<file path="src/verilog/stamp_regs_pkg.sv">
package stamp_regs_pkg;

   // ****************************************
   // Widths and field layout
   // ****************************************
   localparam int CODE_W    = 10;
   localparam int STAMP_W   = 6;
   localparam int REG_W     = 16;
   localparam int NUM_REGS  = 6;
   localparam int ADDR_W    = 3;
   localparam int CODE_LSB  = 0;
   localparam int CODE_MSB  = 9;
   localparam int STAMP_LSB = 10;
   localparam int STAMP_MSB = 15;

   typedef logic [ADDR_W-1:0]  reg_idx_t;
   typedef logic [ADDR_W-1:0]  chan_t;
   typedef logic [CODE_W-1:0]  code_t;
   typedef logic [STAMP_W-1:0] stamp_t;
   typedef logic [REG_W-1:0]   result_t;

   // ****************************************
   // Reset values and counter limits
   // ****************************************
   localparam result_t RESULT_RESET = 16'h0000;
   localparam stamp_t  STAMP_RESET  = 6'h00;
   localparam stamp_t  STAMP_MAX    = 6'h3f;
   localparam stamp_t  STAMP_STEP   = 6'h01;

   // ****************************************
   // Register indices on the read port
   // ****************************************
   localparam reg_idx_t REG_IDX_INPUT_ONE   = 3'h0;
   localparam reg_idx_t REG_IDX_INPUT_THREE = 3'h1;
   localparam reg_idx_t REG_IDX_INPUT_FIVE  = 3'h2;
   localparam reg_idx_t REG_IDX_INPUT_TWO   = 3'h3;
   localparam reg_idx_t REG_IDX_INPUT_FOUR  = 3'h4;
   localparam reg_idx_t REG_IDX_INPUT_SIX   = 3'h5;
   localparam reg_idx_t REG_IDX_NONE        = 3'h7;

   // ****************************************
   // Converter channel numbers
   // ****************************************
   localparam chan_t CHAN_ONE   = 3'h0;
   localparam chan_t CHAN_TWO   = 3'h1;
   localparam chan_t CHAN_THREE = 3'h2;
   localparam chan_t CHAN_FOUR  = 3'h3;
   localparam chan_t CHAN_FIVE  = 3'h4;
   localparam chan_t CHAN_SIX   = 3'h5;

endpackage

</file>
<file path="src/verilog/stamp_if.sv">
`timescale 1ns/1ps
interface stamp_if;
   import stamp_regs_pkg::*;
   stamp_t stamp;
   logic   step;
   modport source (output stamp, output step);
   modport sink   (input stamp, input step);
endinterface

</file>
<file path="src/verilog/stamp_counter.sv">
`timescale 1ns/1ps
module stamp_counter
   import stamp_regs_pkg::*;
(
   input  wire logic clk,               // System clock
   input  wire logic sys_rst,           // Synchronous reset, high
   input  wire logic pwm_control_input, // PWM control level
   stamp_if.source   st                 // Counter value and step
);

   // ****************************************
   // Edge detect and counter
   // ****************************************
   logic   prev_q;
   logic   prev_d;
   logic   armed_q;
   logic   armed_d;
   stamp_t count_q;
   stamp_t count_d;
   logic   edge_seen;

   always_comb
   begin
      edge_seen = armed_q && (pwm_control_input != prev_q);
      prev_d    = pwm_control_input;
      armed_d   = 1'b1;
      count_d   = count_q;
      if (edge_seen)
      begin
         count_d = stamp_t'(count_q + STAMP_STEP);
      end
   end

   always_ff @(posedge clk)
   begin
      if (sys_rst)
      begin
         prev_q  <= 1'b0;
         armed_q <= 1'b0;
         count_q <= STAMP_RESET;
      end
      else
      begin
         prev_q  <= prev_d;
         armed_q <= armed_d;
         count_q <= count_d;
      end
   end

   assign st.stamp = count_q;
   assign st.step  = edge_seen;

   // ****************************************
   // Checks
   // ****************************************
   a_edge_steps: assert property (@(posedge clk) disable iff (sys_rst)
      !$past(sys_rst) && pwm_control_input != $past(pwm_control_input) |-> edge_seen)
      else $error("PWM edge did not step counter");
   a_count_advance: assert property (@(posedge clk) disable iff (sys_rst)
      edge_seen |=> count_q == stamp_t'($past(count_q) + STAMP_STEP))
      else $error("Counter did not advance by one");
   a_count_hold: assert property (@(posedge clk) disable iff (sys_rst)
      !edge_seen |=> count_q == $past(count_q))
      else $error("Counter moved without an edge");
   a_count_wrap: assert property (@(posedge clk) disable iff (sys_rst)
      edge_seen && count_q == STAMP_MAX |=> count_q == STAMP_RESET)
      else $error("Counter did not wrap to zero");
   a_count_reset: assert property (@(posedge clk)
      sys_rst |=> count_q == STAMP_RESET)
      else $error("Counter not cleared by reset");

endmodule

</file>
<file path="src/verilog/adc_result_timestamp_regs.sv">
`timescale 1ns/1ps
module adc_result_timestamp_regs
(
   input  wire logic                     clk,               // System clock
   input  wire logic                     sys_rst,           // Synchronous reset, high
   input  wire logic                     pwm_control_input, // PWM control level
   input  wire logic                     conv_done,         // Valid conversion pulse
   input  wire stamp_regs_pkg::chan_t    conv_chan,         // Channel of conversion
   input  wire stamp_regs_pkg::code_t    conv_code,         // Conversion code
   input  wire logic                     reg_rd_en,         // Register read strobe
   input  wire logic                     reg_wr_en,         // Register write strobe
   input  wire stamp_regs_pkg::reg_idx_t reg_addr,          // Register index
   output logic                          rd_valid,          // Read data valid
   output stamp_regs_pkg::result_t       rd_data,           // Read data
   output logic                          wr_ignored,        // Write was discarded
   output stamp_regs_pkg::stamp_t        stamp_now          // Live counter value
);
   import stamp_regs_pkg::*;

   // ****************************************
   // Channel to register map
   // ****************************************
   function automatic reg_idx_t chan_to_reg(input chan_t chan);
      reg_idx_t idx;
      idx = REG_IDX_NONE;
      case (chan)
         CHAN_ONE:   idx = REG_IDX_INPUT_ONE;
         CHAN_THREE: idx = REG_IDX_INPUT_THREE;
         CHAN_FIVE:  idx = REG_IDX_INPUT_FIVE;
         CHAN_TWO:   idx = REG_IDX_INPUT_TWO;
         CHAN_FOUR:  idx = REG_IDX_INPUT_FOUR;
         CHAN_SIX:   idx = REG_IDX_INPUT_SIX;
         default:    idx = REG_IDX_NONE;
      endcase
      return idx;
   endfunction

   // ****************************************
   // Time stamp counter
   // ****************************************
   stamp_if st ();

   stamp_counter u_counter
   (
      .clk               (clk),
      .sys_rst           (sys_rst),
      .pwm_control_input (pwm_control_input),
      .st                (st.source)
   );

   assign stamp_now = st.stamp;

   // ****************************************
   // Result registers
   // ****************************************
   result_t  result_q [NUM_REGS];
   result_t  result_d [NUM_REGS];
   reg_idx_t target;

   assign target = conv_done ? chan_to_reg(conv_chan) : REG_IDX_NONE;

   genvar gi;
   generate
      for (gi = 0; gi < NUM_REGS; gi++)
      begin : g_result
         always_comb
         begin
            result_d[gi] = result_q[gi];
            if (target == reg_idx_t'(gi))
            begin
               result_d[gi] = {st.stamp, conv_code};
            end
         end

         always_ff @(posedge clk)
         begin
            if (sys_rst)
            begin
               result_q[gi] <= RESULT_RESET;
            end
            else
            begin
               result_q[gi] <= result_d[gi];
            end
         end

         a_load_on_hit: assert property (@(posedge clk) disable iff (sys_rst)
            target == reg_idx_t'(gi) |=>
               result_q[gi][STAMP_MSB:STAMP_LSB] == $past(st.stamp)
               && result_q[gi][CODE_MSB:CODE_LSB] == $past(conv_code))
            else $error("Result register missed a conversion");
         a_hold_no_hit: assert property (@(posedge clk) disable iff (sys_rst)
            target != reg_idx_t'(gi) |=> $stable(result_q[gi]))
            else $error("Result register changed without a conversion");
         a_reset_zero: assert property (@(posedge clk)
            sys_rst |=> result_q[gi] == RESULT_RESET)
            else $error("Result register not zero after reset");
      end
   endgenerate

   // ****************************************
   // Read port
   // ****************************************
   logic    rd_valid_q;
   logic    rd_valid_d;
   result_t rd_data_q;
   result_t rd_data_d;
   logic    wr_ign_q;
   logic    wr_ign_d;

   always_comb
   begin
      rd_valid_d = reg_rd_en;
      rd_data_d  = rd_data_q;
      wr_ign_d   = reg_wr_en;
      if (reg_rd_en)
      begin
         if (reg_addr < reg_idx_t'(NUM_REGS))
         begin
            rd_data_d = result_q[reg_addr];
         end
         else
         begin
            rd_data_d = RESULT_RESET;
         end
      end
   end

   always_ff @(posedge clk)
   begin
      if (sys_rst)
      begin
         rd_valid_q <= 1'b0;
         rd_data_q  <= RESULT_RESET;
         wr_ign_q   <= 1'b0;
      end
      else
      begin
         rd_valid_q <= rd_valid_d;
         rd_data_q  <= rd_data_d;
         wr_ign_q   <= wr_ign_d;
      end
   end

   assign rd_valid   = rd_valid_q;
   assign rd_data    = rd_data_q;
   assign wr_ignored = wr_ign_q;

   // ****************************************
   // Checks on map and access
   // ****************************************
   a_map_one: assert property (@(posedge clk) disable iff (sys_rst)
      conv_done && conv_chan == CHAN_ONE |=>
         result_q[REG_IDX_INPUT_ONE][CODE_MSB:CODE_LSB] == $past(conv_code))
      else $error("Input one not in first register");
   a_map_three: assert property (@(posedge clk) disable iff (sys_rst)
      conv_done && conv_chan == CHAN_THREE |=>
         result_q[REG_IDX_INPUT_THREE][CODE_MSB:CODE_LSB] == $past(conv_code))
      else $error("Input three not in second register");
   a_map_five: assert property (@(posedge clk) disable iff (sys_rst)
      conv_done && conv_chan == CHAN_FIVE |=>
         result_q[REG_IDX_INPUT_FIVE][CODE_MSB:CODE_LSB] == $past(conv_code))
      else $error("Input five not in third register");
   a_map_two: assert property (@(posedge clk) disable iff (sys_rst)
      conv_done && conv_chan == CHAN_TWO |=>
         result_q[REG_IDX_INPUT_TWO][CODE_MSB:CODE_LSB] == $past(conv_code))
      else $error("Input two not in fourth register");
   a_map_four: assert property (@(posedge clk) disable iff (sys_rst)
      conv_done && conv_chan == CHAN_FOUR |=>
         result_q[REG_IDX_INPUT_FOUR][CODE_MSB:CODE_LSB] == $past(conv_code))
      else $error("Input four not in fifth register");
   a_map_six: assert property (@(posedge clk) disable iff (sys_rst)
      conv_done && conv_chan == CHAN_SIX |=>
         result_q[REG_IDX_INPUT_SIX][CODE_MSB:CODE_LSB] == $past(conv_code))
      else $error("Input six not in sixth register");
   a_write_ignored: assert property (@(posedge clk) disable iff (sys_rst)
      reg_wr_en && !conv_done |=> wr_ignored
         && $stable(result_q[REG_IDX_INPUT_ONE]) && $stable(result_q[REG_IDX_INPUT_SIX]))
      else $error("Write disturbed a result register");
   a_read_data: assert property (@(posedge clk) disable iff (sys_rst)
      reg_rd_en && reg_addr == REG_IDX_INPUT_TWO |=>
         rd_valid && rd_data == $past(result_q[REG_IDX_INPUT_TWO]))
      else $error("Read returned wrong register");

   // ****************************************
   // Checks on counter link, unused channels and read and write timing
   // ****************************************
   a_step_moves: assert property (@(posedge clk) disable iff (sys_rst)
      st.step |=>
         st.stamp == stamp_t'($past(st.stamp) + STAMP_STEP))
      else $error("Counter step not seen on stamp");
   a_bad_chan_kept: assert property (@(posedge clk) disable iff (sys_rst)
      conv_done && conv_chan > CHAN_SIX |=>
         $stable(result_q[REG_IDX_INPUT_ONE]) && $stable(result_q[REG_IDX_INPUT_TWO])
         && $stable(result_q[REG_IDX_INPUT_THREE]) && $stable(result_q[REG_IDX_INPUT_FOUR])
         && $stable(result_q[REG_IDX_INPUT_FIVE]) && $stable(result_q[REG_IDX_INPUT_SIX]))
      else $error("Unused channel changed a result register");
   a_read_pulse: assert property (@(posedge clk) disable iff (sys_rst)
      reg_rd_en && reg_addr < reg_idx_t'(NUM_REGS) |=>
         rd_valid && rd_data == $past(result_q[reg_addr]))
      else $error("Read not answered from its register");
   a_read_idle: assert property (@(posedge clk) disable iff (sys_rst)
      !reg_rd_en |=> !rd_valid && $stable(rd_data))
      else $error("Read port moved without a request");
   a_read_unused: assert property (@(posedge clk) disable iff (sys_rst)
      reg_rd_en && reg_addr > REG_IDX_INPUT_SIX |=> rd_data == RESULT_RESET)
      else $error("Unused index read nonzero");
   a_write_pulse: assert property (@(posedge clk) disable iff (sys_rst)
      !reg_wr_en |=> !wr_ignored)
      else $error("Write flag without a write");

endmodule

</file>
<file path="config.mk">
export PLATFORM = sky130hd
export DESIGN_NAME = adc_result_timestamp_regs
export DESIGN_NICKNAME = d
export VERILOG_FILES = /design/src/verilog/stamp_regs_pkg.sv /design/src/verilog/stamp_if.sv /design/src/verilog/stamp_counter.sv /design/src/verilog/adc_result_timestamp_regs.sv
export SDC_FILE = /design/constraint.sdc
export NUM_CORES = 1
export LEC_CHECK = 0
export BUFFER_PORTS_ARGS = -buffer_cell sky130_fd_sc_hd__buf_2
export CAP_MARGIN = 0
export CORE_UTILIZATION = 30
export DETAILED_ROUTE_END_ITERATION = 8
export GPL_TIMING_DRIVEN = 0
export PLACE_DENSITY = 0.53
export SLEW_MARGIN = 10
export SYNTH_ARGS = -nofsm -noshare
export SYNTH_HDL_FRONTEND = slang
export SYNTH_SLANG_ARGS = --single-unit
</file>
<file path="constraint.sdc">
create_clock -name clk -period 5.1 [get_ports clk]
set_input_delay 0.765 -clock clk [delete_from_list [all_inputs] [get_ports clk]]
set_output_delay 0.765 -clock clk [all_outputs]
set_load 0.02 [all_outputs]
</file>
# Yosys cells after proc, flatten, opt, wreduce, memory -nomap -nowiden
# Memory sizes are Yosys's and may differ from the RTL's.
# Index checks and enable logic that the tools add are counted.
[totals]
regBits = 26
word_cells = 59
ram_bits = 96
inputBits = 22
memories = 1
[op_classes]
n_eq_ne = 17
magnitude_cmp = 1
n_reduce_logical = 9
n_addsub = 1
muxes = 18
bitwise_logic = 6
[memory_table]
columns = ["name", "words", "word_bits", "read_ports", "rd_clocked_by_memory_dff", "write_ports", "line", "text"]
rows = [
  ["result_q", 6, 16, 1, 0, 6, "adc_result_timestamp_regs.sv:56", "result_t result_q [NUM_REGS];"],
]
[op_table]
columns = ["operator", "count"]
rows = [
  ["$mux W16", 13],
  ["$pmux W3 S6", 1],
  ["$eq A3 B2 Y1 const B", 4],
  ["$eq A3 B3 Y1 const B", 4],
  ["$reduce_and A2 Y1", 6],
  ["$add A6 B1 Y6 const B", 1],
  ["$eq A3 B1 Y1 const B", 2],
  ["$logic_not A3 Y1", 2],
  ["$ne A1 B1 Y1 const B", 6],
  ["$or A1 B1 Y1", 6],
  ["$lt A3 B3 Y1 const B", 1],
  ["$mux W1", 3],
  ["$mux W3", 1],
  ["$logic_and A1 B1 Y1", 1],
  ["$ne A1 B1 Y1", 1],
]

# Depth between registers and ports, before layout
[logic_depth]
word_depth = 7
depth_mapped = 6
depth_no_buf = 4

# By module
# Synthesis repeated with hierarchy kept, for this count alone.
[hier_totals]
hier_cells = 387
area_unflattened_um2 = 5436.5
[by_module_without_submodules]
columns = ["module", "seq_area_each_um2", "n_inst", "cells_each", "area_each_um2"]
rows = [
  ["adc_result_timestamp_regs", 3243.1, 1, 348, 5088.6],
  ["stamp_counter", 160.2, 1, 39, 347.8],
]

# Worst setup path before layout
# OpenSTA, ideal clock, no wires.
[synth_timing]
path_type = "input to register"
startpoint = "input port conv_chan[0]"
endpoint = "memory result_q[0][0] (netlist name), enable pin"
cell_stages = 2
arrival_time_ns = 2.286
n_path_buf = 0
path_slack_ns = 2.400
required_time_ns = 4.685
cell_sequence = "nand2b_1 -> o31ai_1"
[synth_lines]
columns = ["element", "line", "text"]
rows = [
  ["from (decl)", "adc_result_timestamp_regs.sv:8", "input wire stamp_regs_pkg::chan_t conv_chan,"],
  ["to (decl)", "adc_result_timestamp_regs.sv:56", ""],
]

==> key figures <==
Synth
  • Synth area leaders: edfxtp_1, and2_1, dfxtp_1
  • Post-Syn Area: between 5000 and 6000 sq um
  • Post-synthesis sequential area ratio: about 65%
  • Synth unique cells: 35
  • Post-synth EDFFs: 96
  • Warnings from Yosys: 0
  • Ys flop type: edfxtp_1
  • Cells after synthesis: 351
  • Synth area leader: edfxtp_1
  • Yosys top cell area share: 55.4%
  • Post-synth ARST share: 0%
  • Syn Nets: ~370
  • Most frequent cells after synthesis: and2_1, edfxtp_1, dfxtp_1, nor2_1
  • Number of synthesized register bits: about 120
  • Synth Area per Inst: 14.8 sq um

Setup path
  • CP bufs+invs: 2
  • Maximum fanout along the worst path: 10
  • Delay of the slowest critical-path stage: about 0.7 ns
  • Reg2reg setup slack: 3.64 ns
  • CP Capture Type: flip-flop
  • Delay-heaviest family, CP: simple AND/OR/NAND/NOR gates
  • RR Endpoint: u_counter.st.stamp[5]$_SDFFE_PP0P_
  • Crit path DAT: about 2.7 ns
  • Reg2reg path depth: 3
  • Startpoint types: input pin
  • Reg2reg start: u_counter.st.stamp[1]$_SDFFE_PP0P_
  • Critical-path top delay cell: nor4_2
  • Worst path required time: about 5.4 ns
  • WS Path Type: input pin to flip-flop
  • Crit-path cells: buf_2 -> nand2b_1 -> nor4_2 -> clkbuf_1 -> and2_1

Timing
  • Fmax: between 0.4 and 0.5 GHz
  • Final worst-path cycle share: 46.9%
  • Final min period: ~2.4 ns
  • Slew at the pin closest to its max-slew limit: around 0.9 ns
  • RSZ-0062 raised after global routing: false
  • Setup-failing EPs final: 0
  • Endpoints failing hold: 0
  • Worst relative slew slack: between 40% and 50%
  • Max-slew violation count: 0
  • TNS Setup: 0 ns
  • Final Skew: 0.0111 ns

Die
  • Die ar.: roughly 18000 sq um
  • Core area: 16800 sq um
  • Cell row count: 47
  • Starting Density: between 30% and 40%
  • IO Pins: 46
  • Chip width: roughly 130 um
  • Height of the die: ~130 um

Route
  • Initial DRT Pass Iterations: 4
  • Total Wirelength: around 12000 um
  • Vias per std cell: between 4 and 5
  • Initial DRC count: roughly 230
  • Routed Antenna Nets: 0
  • Routed len/inst: around 19 um
  • Vias: between 3000 and 4000
  • Detailed-route DRC error count: 0

Finish
  • Ant. Diodes: 0
  • Share of cells above drive strength 1: 27.6%
  • Synthesis-to-layout area growth: 22.6%
  • Final nets: about 440
  • Fin util: a little under two fifths

Worst hold path
  • Hold depth: 1
  • Hold Path Origin: rd_data[1]$_SDFFE_PP0P_
  • Worst hold path type: flip-flop to flip-flop
  • Hold endpoint: rd_data[1]$_SDFFE_PP0P_

Clock network
  • Cell at the root of the clock tree: clkbuf_16
  • CTS clk-pin slew, worst paths: around 0.06 ns
  • Clk sinks: around 120
  • Clock Path Buffers: 2
  • H-tree Lvls: 4
  • Post-CTS Hold Fix Bufs: 0
  • Skew-Pair Late Insertion Delay: 0.41 ns
  • Post-CTS Setup Bufs: 0
  • Num CTS Buffers: 17
  • PostCTS Resize Cnt: 0
  • CTS tree: done

GRT
  • Largest net degree at the start of global routing: 17
  • Initial antenna violation count: 0
  • First-pass GRT wire length: 18200 um
  • Vias in the first global route: 3158
  • Total GRT Usage: 14.5%
  • Gr ovfl total: 0

Placed design
  • Port Buffers: between 40 and 50
  • Final HPWL DP: ~8300 um
  • GPL Wtd Cong: 0.704

Power
  • Maximum VDD drop: about 0.00027 V
  • Leakage: approximately 0.0024 uW
  • P per Cell Area: between 300 and 400 nW/um^2

Job
  • Max-cap violations: 0

Run status
  • Status: finished clean
## worst max-delay path by stage
stage | from | end | slack, ns | cells past startpoint
floorplan | conv_chan[0] | result_q[0][0]$_SDFFCE_PN0P_ | 2.40 | 2
global placement | conv_done | result_q[3][8]$_SDFFCE_PN0P_ | 1.00 | 3
detailed placement | conv_chan[0] | result_q[0][8]$_SDFFCE_PN0P_ | 2.27 | 5
CTS | conv_chan[0] | result_q[0][8]$_SDFFCE_PN0P_ | 2.70 | 5
global route | conv_chan[0] | result_q[0][8]$_SDFFCE_PN0P_ | 2.62 | 5
finish | conv_chan[0] | result_q[0][7]$_SDFFCE_PN0P_ | 2.71 | 5
## state kept, by name, indices dropped and copies added (netlist names)
| name | count |
|---|---|
| rd_data | 16 |
| result_q | 96 |
| rd_valid | 1 |
| u_counter.st.stamp | 6 |
| u_counter.armed_q | 1 |
| wr_ignored | 1 |
| u_counter.prev_q | 1 |
## cell families after synthesis
logic type / count (synthesis) / share of synthesized area (%)
flops: 122 / 65.4
buf+inv: 23 / 2.62
simple gates: 139 / 16.5
xor+xnor: 1 / 0.168
compound gates: 32 / 4.76
fa+ha+maj: 1 / 0.240
mux: 33 / 10.4
## metrics by stage
stage                     hold slack, ns  std cells  cell area, sq um  power [uW]  setup WS (ns)
after CTS                          0.485        651              6380        2460           2.70
final                              0.480        651              6380        2430           2.71
after global routing               0.500        651              6380        2510           2.62
after detailed placement           0.472        619              5820        1330           2.27
after floorplan                    0.482        351              5210        1260           2.40
after global placement             0.465        613              5690        1320           1.00
## worst reg2reg max path, stage by stage, from the launching register on
cell     delay [ns]
dfxtp_1        0.51
nand4_1        0.23
or4_1          0.51
a21oi_1        0.15
## area by class of cell
cell class | count | area (sq um)
multi-input cells | 206 | 1710
flip-flops and latches | 122 | 3400
plain buffers | 21 | 129
clock inverters | 14 | 125
repair buffers | 48 | 293
well taps | 220 | 275
fillers | 1603 | 10400
clock buffers | 18 | 439
inverters | 2 | 7.51
## cell usage in the layout (no fill, tap or decap), types with 3 or more instances in the layout
master	count
o21ai_0	4
or3_1	3
nand2b_1	3
buf_2	47
nor2_1	18
clkinv_2	3
edfxtp_1	96
nor3_2	4
nor2b_1	4
and2_1	96
mux2i_1	16
buf_8	5
buf_6	3
a21oi_1	5
dfxtp_1	26
clkbuf_1	9
mux4_2	14
clkinv_4	3
clkbuf_16	17
a221o_1	16
clkinvlp_4	6
o21ai_2	4
## power breakdown
group          total (uW)  switching (uW)  internal [uW]
logic                 164            97.1           67.1
registers            1150            18.5           1130
clock network        1120             441            682
## layer usage
layer  GRT usage, %  up-vias  wire length (um)
met2           24.7       67              6290
met1           17.4     1559              5250
met4           4.73        0                67
met3           4.15        4               600
met5              0        -                 0
li1               -     1445                 -
(Power assumes the default switching activity.)
